$ cat src/common/osc_map.svh
`ifndef OSC_MAP_SVH
`define OSC_MAP_SVH

// Register offsets
`define OSC_STAT_ADDR 8'h0E
`define OSC_CTRL_ADDR 8'h0F

// Reset value of the control register: configuration, clock out on, divide by 8
`define OSC_CTRL_RST 8'h87

// Field positions
`define OSC_MODE_MSB 7
`define OSC_MODE_LSB 5
`define OSC_ABAT_BIT 4
`define OSC_OSM_BIT 3
`define OSC_CLOCK_OUTPUT_ENABLE_BIT 2
`define OSC_PRE_MSB 1
`define OSC_PRE_LSB 0
`define OSC_ICOD_MSB 3
`define OSC_ICOD_LSB 1

// Mode codes
`define OSC_MODE_NORMAL 3'h0
`define OSC_MODE_SLEEP 3'h1
`define OSC_MODE_LOOP 3'h2
`define OSC_MODE_LISTEN 3'h3
`define OSC_MODE_CONFIG 3'h4

// Timing: one oscillator cycle spans two system clocks
`define OSC_CLK_PER_OSC 2
`define OSC_OST_OSC_CYCLES 128
`define OSC_OST_CYCLES (`OSC_OST_OSC_CYCLES * `OSC_CLK_PER_OSC)
`define OSC_DRAIN_PERIODS 16

`endif

$ cat src/common/osc_pkg.sv
package osc_pkg;

  typedef enum logic [1:0] {
    OSC_ST_STARTUP,
    OSC_ST_RUN,
    OSC_ST_DRAIN,
    OSC_ST_SLEEP
  } osc_state_e;

  typedef struct packed {
    logic [2:0] req;
    logic abat;
    logic osm;
    logic clock_output_enable;
    logic [1:0] pre;
  } osc_ctrl_s;

  typedef struct packed {
    logic [7:0] addr;
    logic [7:0] wdata;
    logic wr;
    logic rd;
  } osc_bus_req_s;

  typedef struct packed {
    osc_state_e state;
    osc_ctrl_s ctrl;
    logic [2:0] cur;
    logic [8:0] oscillator_startup_timer;
    logic [4:0] drain;
    logic [7:0] rdata;
    logic core_reset;
    logic osc_stop;
  } osc_main_s;

  typedef struct packed {
    logic [2:0] cnt;
    logic [1:0] sel;
    logic out;
    logic act;
    logic oe_n;
  } osc_div_s;

  // Half period of the clock output minus one, in system clocks
  function automatic logic [2:0] osc_half_m1(input logic [1:0] sel);
    case (sel)
      2'h0: osc_half_m1 = 3'h0;
      2'h1: osc_half_m1 = 3'h1;
      2'h2: osc_half_m1 = 3'h3;
      default: osc_half_m1 = 3'h7;
    endcase
  endfunction : osc_half_m1

endpackage : osc_pkg

$ cat src/rtl/osc_clk_div.sv
`timescale 1ns/10ps

module osc_clk_div (
  input wire logic clk,
  input wire logic rst,
  input wire logic en,
  input wire logic run,
  input wire logic [1:0] sel,
  output logic clk_o,
  output logic oe_n,
  output logic bnd
);
  import osc_pkg::*;

  osc_div_s s_ff;
  osc_div_s nxt_s;
  logic [2:0] hm1;

  assign hm1 = osc_half_m1(s_ff.sel);
  // Period boundary: end of a low phase, or idle
  assign bnd = !s_ff.act || (!s_ff.out && s_ff.cnt == hm1);

  always_comb begin
    nxt_s = s_ff;
    if (bnd) begin
      nxt_s.cnt = 3'h0;
      nxt_s.sel = sel;
      nxt_s.oe_n = ~en;
      nxt_s.act = en & run;
      nxt_s.out = en & run;
    end else if (s_ff.cnt == hm1) begin
      nxt_s.cnt = 3'h0;
      nxt_s.out = ~s_ff.out;
    end else begin
      nxt_s.cnt = s_ff.cnt + 3'h1;
    end
  end

  always_ff @(posedge clk or posedge rst) begin
    if (rst) begin
      s_ff <= '{cnt: 3'h0, sel: 2'h3, out: 1'b0, act: 1'b0, oe_n: 1'b1};
    end else begin
      s_ff <= nxt_s;
    end
  end

  assign clk_o = s_ff.out;
  assign oe_n = s_ff.oe_n;

  logic [3:0] ph_ff;

  always_ff @(posedge clk or posedge rst) begin
    if (rst) begin
      ph_ff <= 4'h1;
    end else if (nxt_s.out != s_ff.out) begin
      ph_ff <= 4'h1;
    end else if (ph_ff != 4'hF) begin
      ph_ff <= ph_ff + 4'h1;
    end
  end
endmodule : osc_clk_div

$ cat src/rtl/osc_pin_sync.sv
`timescale 1ns/10ps

module osc_pin_sync #(
  parameter int unsigned WIDTH = 1,
  parameter logic [WIDTH-1:0] RST_VAL = '1
) (
  input wire logic clk,
  input wire logic rst,
  input wire logic [WIDTH-1:0] pin_i,
  output logic [WIDTH-1:0] level_o
);
  import osc_pkg::*;

  if (WIDTH < 1) begin : g_width_chk
    $error("osc_pin_sync WIDTH must be at least 1");
  end

  typedef struct packed {
    logic [WIDTH-1:0] s1;
    logic [WIDTH-1:0] s2;
    logic [WIDTH-1:0] s3;
    logic [WIDTH-1:0] lvl;
  } osc_sync_s;

  osc_sync_s s_ff;
  osc_sync_s nxt_s;

  // Level follows only once the second and third stages agree
  always_comb begin
    nxt_s = s_ff;
    nxt_s.s1 = pin_i;
    nxt_s.s2 = s_ff.s1;
    nxt_s.s3 = s_ff.s2;
    nxt_s.lvl = (~(s_ff.s2 ^ s_ff.s3) & s_ff.s2) | ((s_ff.s2 ^ s_ff.s3) & s_ff.lvl);
  end

  always_ff @(posedge clk or posedge rst) begin
    if (rst) begin
      s_ff <= {RST_VAL, RST_VAL, RST_VAL, RST_VAL};
    end else begin
      s_ff <= nxt_s;
    end
  end

  assign level_o = s_ff.lvl;

endmodule : osc_pin_sync

$ cat src/rtl/osc_startup_clock_output_pin_mode_ctrl.sv
`timescale 1ns/10ps
`include "osc_map.svh"

// Contract
// - Hold core reset 128 oscillator cycles after any reset or wake.
// - Clock output is oscillator divided by 1, 2, 4 or 8.
// - After any reset clock output runs at divide by eight.
// - Sixteen more clock output cycles before sleep and oscillator stop.
// - In sleep with clock output enabled, pin is held low.
// - Enable bit zero releases the clock output pin.
// - Enable, disable and ratio change never shorten a phase.
// - Reset pin low, once synchronised and filtered, and serial reset command have the same effect.
// - Five modes chosen by three-bit request field, control bits 7 to 5.
// - Mode switch waits until pending transmissions finish.
// - Request codes 000 normal to 100 configuration; others invalid.
// - Status bits 7 to 5 show mode in force, same codes.
// - Divider field 00..11 selects 1,2,4,8; enable at control bit 2.
module osc_startup_clock_output_pin_mode_ctrl #(
  parameter int unsigned OST_CYCLES = `OSC_OST_CYCLES,
  parameter int unsigned DRAIN_PERIODS = `OSC_DRAIN_PERIODS
) (
  input wire logic CLK,
  input wire logic RST,
  input wire logic RESET_PIN_N,
  input wire logic SPI_RESET_CMD,
  input wire osc_pkg::osc_bus_req_s REG_REQ,
  output logic [7:0] REG_RDATA,
  input wire logic TX_PENDING,
  input wire logic WAKE_EVENT,
  input wire logic [2:0] INT_CODE,
  output logic CORE_RESET,
  output logic OSC_STOP,
  output logic [2:0] OP_MODE,
  output logic ABORT_ALL,
  output logic ONE_SHOT,
  output logic CLOCK_OUTPUT_PIN_O,
  output logic CLOCK_OUTPUT_PIN_OE_N
);
  import osc_pkg::*;

  if (OST_CYCLES < 2 || OST_CYCLES > 512) begin : g_ost_chk
    $error("OST_CYCLES must lie in 2..512");
  end
  if (DRAIN_PERIODS < 1 || DRAIN_PERIODS > 31) begin : g_drain_chk
    $error("DRAIN_PERIODS must lie in 1..31");
  end

  localparam logic [8:0] OST_LAST = 9'(OST_CYCLES - 1);
  localparam logic [4:0] DRAIN_LAST = 5'(DRAIN_PERIODS);
  localparam osc_ctrl_s CTRL_RST = `OSC_CTRL_RST;
  localparam osc_main_s MAIN_RST = '{
    state: OSC_ST_STARTUP,
    ctrl: CTRL_RST,
    cur: `OSC_MODE_CONFIG,
    oscillator_startup_timer: 9'h000,
    drain: 5'h00,
    rdata: 8'h00,
    core_reset: 1'b1,
    osc_stop: 1'b0
  };

  osc_main_s st_ff;
  osc_main_s nxt_st;
  logic pin_rst_n;
  logic rst_evt;
  logic bus_ok;
  logic req_valid;
  logic [2:0] req;
  logic div_bnd;
  logic div_run;

  osc_pin_sync #(
    .WIDTH(1),
    .RST_VAL(1'b1)
  ) u_rst_sync (
    .clk(CLK),
    .rst(RST),
    .pin_i(RESET_PIN_N),
    .level_o(pin_rst_n)
  );

  // Both reset sources feed one path
  assign rst_evt = ~pin_rst_n | SPI_RESET_CMD;
  assign req = st_ff.ctrl.req;
  assign req_valid = (req <= `OSC_MODE_CONFIG);
  // Bus is dead while the start-up timer runs
  assign bus_ok = (st_ff.state != OSC_ST_STARTUP);
  // Stop the divider at the boundary closing the last drain period
  assign div_run = (st_ff.state != OSC_ST_SLEEP) &&
    !(st_ff.state == OSC_ST_DRAIN && div_bnd && st_ff.drain == DRAIN_LAST);

  osc_clk_div u_clk_div (
    .clk(CLK),
    .rst(RST),
    .en(st_ff.ctrl.clock_output_enable),
    .run(div_run),
    .sel(st_ff.ctrl.pre),
    .clk_o(CLOCK_OUTPUT_PIN_O),
    .oe_n(CLOCK_OUTPUT_PIN_OE_N),
    .bnd(div_bnd)
  );

  always_comb begin
    nxt_st = st_ff;
    nxt_st.rdata = 8'h00;
    // Register read, data one cycle later
    if (bus_ok && REG_REQ.rd) begin
      case (REG_REQ.addr)
        `OSC_CTRL_ADDR: begin
          nxt_st.rdata = st_ff.ctrl;
        end
        `OSC_STAT_ADDR: begin
          nxt_st.rdata[`OSC_MODE_MSB:`OSC_MODE_LSB] = st_ff.cur;
          nxt_st.rdata[`OSC_ICOD_MSB:`OSC_ICOD_LSB] = INT_CODE;
        end
        default: begin
          nxt_st.rdata = 8'h00;
        end
      endcase
    end
    // Control write; status is read only
    if (bus_ok && REG_REQ.wr && REG_REQ.addr == `OSC_CTRL_ADDR) begin
      nxt_st.ctrl = REG_REQ.wdata;
    end
    case (st_ff.state)
      OSC_ST_STARTUP: begin
        if (st_ff.oscillator_startup_timer == OST_LAST) begin
          nxt_st.state = OSC_ST_RUN;
          nxt_st.core_reset = 1'b0;
        end else begin
          nxt_st.oscillator_startup_timer = st_ff.oscillator_startup_timer + 9'h001;
        end
      end
      OSC_ST_RUN: begin
        // Switch only when no transmission is pending
        if (req_valid && req != st_ff.cur && !TX_PENDING) begin
          if (req == `OSC_MODE_SLEEP) begin
            nxt_st.state = OSC_ST_DRAIN;
            nxt_st.drain = 5'h00;
          end else begin
            nxt_st.cur = req;
          end
        end
      end
      OSC_ST_DRAIN: begin
        if (req != `OSC_MODE_SLEEP) begin
          nxt_st.state = OSC_ST_RUN;
        end else if (div_bnd) begin
          if (st_ff.drain == DRAIN_LAST) begin
            nxt_st.state = OSC_ST_SLEEP;
            nxt_st.cur = `OSC_MODE_SLEEP;
            nxt_st.osc_stop = 1'b1;
          end else begin
            nxt_st.drain = st_ff.drain + 5'h01;
          end
        end
      end
      OSC_ST_SLEEP: begin
        // Wake restarts the timer and lands in listen-only
        if (WAKE_EVENT) begin
          nxt_st.state = OSC_ST_STARTUP;
          nxt_st.oscillator_startup_timer = 9'h000;
          nxt_st.core_reset = 1'b1;
          nxt_st.osc_stop = 1'b0;
          nxt_st.cur = `OSC_MODE_LISTEN;
          nxt_st.ctrl.req = `OSC_MODE_LISTEN;
        end
      end
      default: begin
        nxt_st = MAIN_RST;
      end
    endcase
    // Any reset source restores defaults and restarts the count
    if (rst_evt) begin
      nxt_st = MAIN_RST;
    end
  end

  always_ff @(posedge CLK or posedge RST) begin
    if (RST) begin
      st_ff <= MAIN_RST;
    end else begin
      st_ff <= nxt_st;
    end
  end

  assign REG_RDATA = st_ff.rdata;
  assign CORE_RESET = st_ff.core_reset;
  assign OSC_STOP = st_ff.osc_stop;
  assign OP_MODE = st_ff.cur;
  assign ABORT_ALL = st_ff.ctrl.abat;
  assign ONE_SHOT = st_ff.ctrl.osm;

  // Checking aids
  logic [9:0] since_ff;
  logic [4:0] rise_ff;
  logic prev_clk_ff;

  always_ff @(posedge CLK or posedge RST) begin
    if (RST) begin
      since_ff <= 10'h000;
      rise_ff <= 5'h00;
      prev_clk_ff <= 1'b0;
    end else begin
      prev_clk_ff <= CLOCK_OUTPUT_PIN_O;
      if (rst_evt || (st_ff.state == OSC_ST_SLEEP && WAKE_EVENT)) begin
        since_ff <= 10'h000;
      end else if (since_ff != 10'h3FF) begin
        since_ff <= since_ff + 10'h001;
      end
      if (st_ff.state != OSC_ST_DRAIN) begin
        rise_ff <= 5'h00;
      end else if (CLOCK_OUTPUT_PIN_O && !prev_clk_ff && rise_ff != 5'h1F) begin
        rise_ff <= rise_ff + 5'h01;
      end
    end
  end
endmodule : osc_startup_clock_output_pin_mode_ctrl

$ cat config.mk
export PLATFORM = sky130hd
export DESIGN_NAME = osc_startup_clock_output_pin_mode_ctrl
export DESIGN_NICKNAME = d
export VERILOG_FILES = /design/src/common/osc_pkg.sv /design/src/rtl/osc_clk_div.sv /design/src/rtl/osc_pin_sync.sv /design/src/rtl/osc_startup_clock_output_pin_mode_ctrl.sv
export VERILOG_INCLUDE_DIRS = /design/src /design/src/common
export SDC_FILE = /design/constraint.sdc
export NUM_CORES = 1
export LEC_CHECK = 0
export ABC_AREA = 1
export BUFFER_PORTS_ARGS = -buffer_cell sky130_fd_sc_hd__buf_4
export CELL_PAD_IN_SITES_DETAIL_PLACEMENT = 0
export CELL_PAD_IN_SITES_GLOBAL_PLACEMENT = 1
export CORE_MARGIN = 1.5
export CORE_UTILIZATION = 35
export CTS_BUF_LIST = sky130_fd_sc_hd__clkbuf_16
export DETAILED_ROUTE_END_ITERATION = 8
export PLACE_DENSITY_LB_ADDON = 0.1
export RECOVER_POWER = 100
export SLEW_MARGIN = 10
export SYNTH_ARGS = -nofsm -noshare
export SYNTH_HDL_FRONTEND = slang
export SYNTH_SLANG_ARGS = --single-unit
$ cat constraint.sdc
create_clock -name CLK -period 2.08 [get_ports CLK]
set_input_delay 0.104 -clock CLK [delete_from_list [all_inputs] [get_ports CLK]]
set_output_delay 0.104 -clock CLK [all_outputs]
set_load 0.005 [all_outputs]
## Word level (Yosys, flattened, before mapping)

Cells that the tools add are included.

| storage, ports and cells | value |
|---|---|
| flip-flop bits (word level) | 49 |
| input port bits | 27 |
| output and inout port bits | 17 |
| word-level logic and storage cells | 133 |

| cells by class | value |
|---|---|
| $add $sub $neg | 3 |
| $lt $le $gt $ge | 1 |
| eq/ne operators | 26 |
| mux-type cells | 43 |
| bitwise logic cells | 10 |
| reductions and logical operators | 29 |

Operators with widths:

| operator | count |
|---|---|
| $mux W37 | 1 |
| $mux W5 | 6 |
| $ne A3 B3 Y1 const B | 9 |
| $mux W3 | 8 |
| $pmux W3 S3 | 2 |
| $pmux W9 S2 | 1 |
| $eq A8 B4 Y1 const B | 2 |
| $mux W8 | 2 |
| $mux W2 | 7 |
| $mux W12 | 1 |
| $pmux W3 S2 | 2 |
| $reduce_and A6 Y1 | 2 |
| $pmux W5 S2 | 1 |
| $add A9 B1 Y9 const B | 1 |
| $eq A9 B8 Y1 const B | 1 |
| $logic_and A1 B1 Y1 | 9 |
| $mux W9 | 1 |
| $reduce_bool A3 Y1 | 3 |
| $mux W1 | 8 |
| $pmux W2 S4 | 1 |
| $reduce_and A7 Y1 | 1 |
| $eq A2 B2 Y1 const B | 3 |
| $reduce_and A3 Y1 | 2 |
| $reduce_bool A2 Y1 | 3 |
| other kinds (23) | 35 |

## Logic depth before layout (Yosys ltp)

| logic depth | value |
|---|---|
| depth in word-level cells | 11 |
| depth in mapped cells | 13 |
| mapped depth without buffers | 13 |

## By module

A second synthesis with hierarchy kept.

| second synthesis, totals | value |
|---|---|
| cell total of the unflattened synthesis | 362 |
| area, all modules | 2772.7 um^2 |

By module, submodules not included:

| module | instances | cells an instance | area an instance (um^2) | sequential area each (um^2) |
|---|---|---|---|---|
| osc_startup_clock_output_pin_mode_ctrl | 1 | 302 | 2244.7 | 933.4 |
| osc_clk_div | 1 | 51 | 402.9 | 203.9 |
| osc_pin_sync | 1 | 9 | 125.1 | 105.1 |

## Worst setup path before layout

No wires, ideal clock.

| path | value |
|---|---|
| kind | register -> register |
| start | reg st_ff[15] in the netlist's numbering |
| end | reg st_ff[18] in the netlist's numbering |
| library setup time | 0.119 ns |
| arrival | 1.611 ns |
| required time | 1.961 ns |
| setup slack | 0.350 ns |
| stages on the path, launching flop included | 14 |
| buffers on the path | 0 |
| period minus slack after synthesis | 1.730 ns |
| path through | dfrtp_1 -> ha_1 -> nand3_1 -> nor2_1 -> nand2_1 -> nor3_1 -> ha_1 -> nor2_2 -> nor2_8 -> inv_8 -> nand2_1 -> inv_1 -> o22ai_1 -> inv_1 |

| between the ends | value |
|---|---|
| word-level cells in the longest chain between the ends | 4 |
| elaborated cells between the ends (all ways) | 7 |
| classes of those cells | 1 x add/sub; 2 x eq/ne; 3 x mux; 1 x reduce/logical |

Ends and longest elaborated chain:

| item | line | source |
|---|---|---|
| start: declaration | osc_startup_clock_output_pin_mode_ctrl.sv:62 | `osc_main_s st_ff;` |
| start signal: assignment | osc_startup_clock_output_pin_mode_ctrl.sv:183 | `st_ff <= nxt_st;` |
| $add A9 B1 Y9 | osc_startup_clock_output_pin_mode_ctrl.sv:131 | `nxt_st.oscillator_startup_timer = st_ff.oscillator_startup_timer + 9'h001;` |
| $mux W9 | osc_startup_clock_output_pin_mode_ctrl.sv:127 | `if (st_ff.oscillator_startup_timer == OST_LAST) begin` |
| $pmux W9 S2 | osc_startup_clock_output_pin_mode_ctrl.sv:125 | `case (st_ff.state)` |
| $mux W37 | osc_startup_clock_output_pin_mode_ctrl.sv:174 | `if (rst_evt) begin` |

Parallel ways exist; a longest one is shown, timed or not. The select of a mux whose other input is x is not followed.
A chain may end at the register's enable or synchronous reset.

==> flow_summary.ini <==
[layout]
final_area_sq_um = 3254
multi_input_area_sq_um = 1186
regArea_sq_um = 1242
drive_gt1_share_pct = 24.87
final_net_count = 405
n_antenna_cell = 0
area_growth_pct = 19.75
nFillCells = 775

[clock_network]
cts_inserted_buffers = 5
clk_latency_ns = 0.29
path_clk_slew_ns = 0.07
cts_sinks = 49
clk_path_buf_depth = 2
cts_tree = built
clockRootBuffer = clkbuf_16
htree_levels = 2
cts_setup_buffers = 0

[logic_synthesis]
ys.flop_type = dfrtp_1
ys_ff_latch = 49
synth.yosys.seq_area_share_pct = 45.72
synth-edff-count = 0
synth_top_area_share_pct = 33.15
synth_area_leaders = dfrtp_1 (33%), dfstp_2 (13%), nand2_1 (12%)
synth_nets = 361
netlist_area_sq_um = 2718
yosysUniqueCellTypes = 37
synth_top_cell_by_area = dfrtp_1
synth.top_cells.by_count = nand2_1 (84), inv_1 (40), dfrtp_1 (36), nor2_1 (24), nand3_1 (19)
syn_area_per_cell_sq_um = 8.260
ys.warnings.count = 0
synth.most_common_cell = nand2_1
synthCells = 329
async_reset_ff_share_pct = 100.0

[floorplanning]
die_area_sq_um = 8302
coreArea_sq_um = 7370
io_pins = 44
die_h_um = 91.12
rows = 31
initial_core_util_pct = 36.88
dieWidth_um = 91.12

[critical_path]
crit_path_max_incr_delay_ns = 0.57
crit_chain = nand2_4, inv_1, nand2_1, inv_1, nand2_1, nand2_1, inv_1, nand4_1, nand2_1
critPathKind = register to register
crit_required_ns = 2.26
worstPathArrival_ns = 2.08
crit_path_max_fanout = 11
cp_slowest_cell = dfstp_1
cp_common_cell = nand2_1
cp-start-kind = register
end_kind = register

[timing]
worstMarginPinSlew_ns = 1.008
post-route-period-util_pct = 91.41
finalWorstSetupSlack_ns = 0.1787
timing_hold_violations_final = 0
finalSetupTns_ns = 0
finalClockSkew_ns = 0.004926
maxSlewViolCount = 0
finalCriticalPeriod_ns = 1.901
relSlewSlack_pct = 32.77
finalSetupViolCount = 0
clock.fmax_mhz = 526.0

[routing]
drc = 0
drt-wirelength-per-cell_um = 13.02
drt_pass1_iterations = 5
via_per_inst = 4.634
finalWirelength_um = 6160
drtAntennaViolNets = 0
vias = 2192
drtIter0Drc = 63

[power]
leakage_uw = 0.001601
peakVddDrop_uv = 287.5
power.density_nw_per_um2 = 744.9
power_uw = 2424

[global_route]
antenna_found_initial = 0
met3_usage_pct = 3.099
top_usage_layer = met2
use_met1_pct = 23.97
grt-ovfl-total = 0
grt_max_degree = 26
grt_pass1_vias = 2244
grt_use_total_pct = 16.58
grt_pass1_wl_um = 10940
use_met2_pct = 24.69

[job]
maxCapViolations = 0

[run_status]
status = complete, no violations

[place]
pre_cts_ws_ns = 0.1604
post_dp_cell_area_sq_um = 3100
port_buffers = 43
routabilityCongestion = 0.7738
place_hpwl_um = 4701

[hold_path]
worstHoldPathType = input port to register
## stage by stage
stage / std cells / utilization, % / hold WS (ns)
after global placement: 463 / 42.07 / 0.01438
after detailed placement: 463 / 42.07 / 0.01318
after floorplan: 329 / - / 0.1085
final: 473 / 44.16 / 0.01205
after global routing: 473 / 44.16 / 0.01649
after CTS: 473 / 44.30 / 0.008389
## report_power, final
part / total, uW / internal [uW] / leakage (uW) / switching, uW
Combinational: 484 / 194 / 0.000912 / 289
Clock: 804 / 442 / 0.0000672 / 363
Sequential: 1140 / 1060 / 0.000621 / 80.7
## cell families after synthesis
family | Yosys count | share of synthesized area [%]
fa+ha+maj | 6 | 2.670
flops | 49 | 45.72
xor+xnor | 5 | 1.611
buf+inv | 62 | 10.64
simple gates | 164 | 29.70
compound gates | 43 | 9.669
## routing by layer
layer,part of all wire (%),up-vias
met5,0,-
met4,1.2,0
met3,4.1,6
met2,44,48
met1,51,1000
li1,-,1138
## repair_timing
item | CTS | global route
endpoints found under the hold margin | 14 | 0
endpoints found under the setup margin | 0 | 10
resized for setup | 0 | 3
hold buffers | 2 | 0
## final timing paths
| check | from | end | slack (ns) | cells past startpoint |
|---|---|---|---|---|
| worst max register to register | register | OP_MODE[1] | 0.18 | 9 |
| min in group asynchronous | RST | u_clk_div.s_ff[6] | 0.31 | 3 |
| worst max-delay path | register | OP_MODE[1] | 0.18 | 9 |
| max in group asynchronous | RST | st_ff[18] | 0.57 | 4 |
| worst min register to register | u_rst_sync.nxt_s[2] | u_rst_sync.nxt_s[1] | 0.36 | 0 |
| worst min-delay path | REG_REQ[5] | ONE_SHOT | 0.01 | 3 |
## cell type report
class / count / share of cell area [%]
inverter: 50 / 5.998
multi-input combinational: 218 / 36.45
timing repair buffer: 49 / 11.15
tap: 99 / 3.806
clock buffer: 5 / 3.845
sequential: 49 / 38.18
clock inverter: 3 / 0.5767
## worst max-delay path, delay by kind of cell, from the launching register on
family	cells	cell delay, ns
buffers and inverters	3	0.60
and+or+nand+nor	6	0.61
DFF	1	0.57
## sequential cells by signal, summed over array words and instances, names as in the netlist, 2 cells and up, named ones only
register / flops
st_ff: 19
REG_RDATA: 8
u_clk_div.s_ff: 6
OP_MODE: 3
req: 3
u_rst_sync.nxt_s: 2
## cell usage in the layout (no fill, tap or decap), types with 3 or more instances in the layout
cell / synthesis / routed
nand3_1: 19 / 20
nor3_1: 4 / 3
nand4_1: 8 / 8
o21ai_0: 13 / 13
nand2_4: 3 / 3
nor2_1: 24 / 23
clkbuf_16: 0 / 5
dfrtp_1: 36 / 36
a21oi_1: 15 / 15
nor2_2: 3 / 4
ha_1: 5 / 4
xnor2_1: 5 / 5
inv_2: 9 / 6
nand2_1: 84 / 86
dfstp_1: 0 / 5
nand2_2: 8 / 6
buf_4: 11 / 28
o211ai_1: 3 / 3
dfstp_2: 13 / 8
clkbuf_4: 0 / 16
inv_1: 40 / 44
Note: power is estimated with default switching activity, not from simulation.
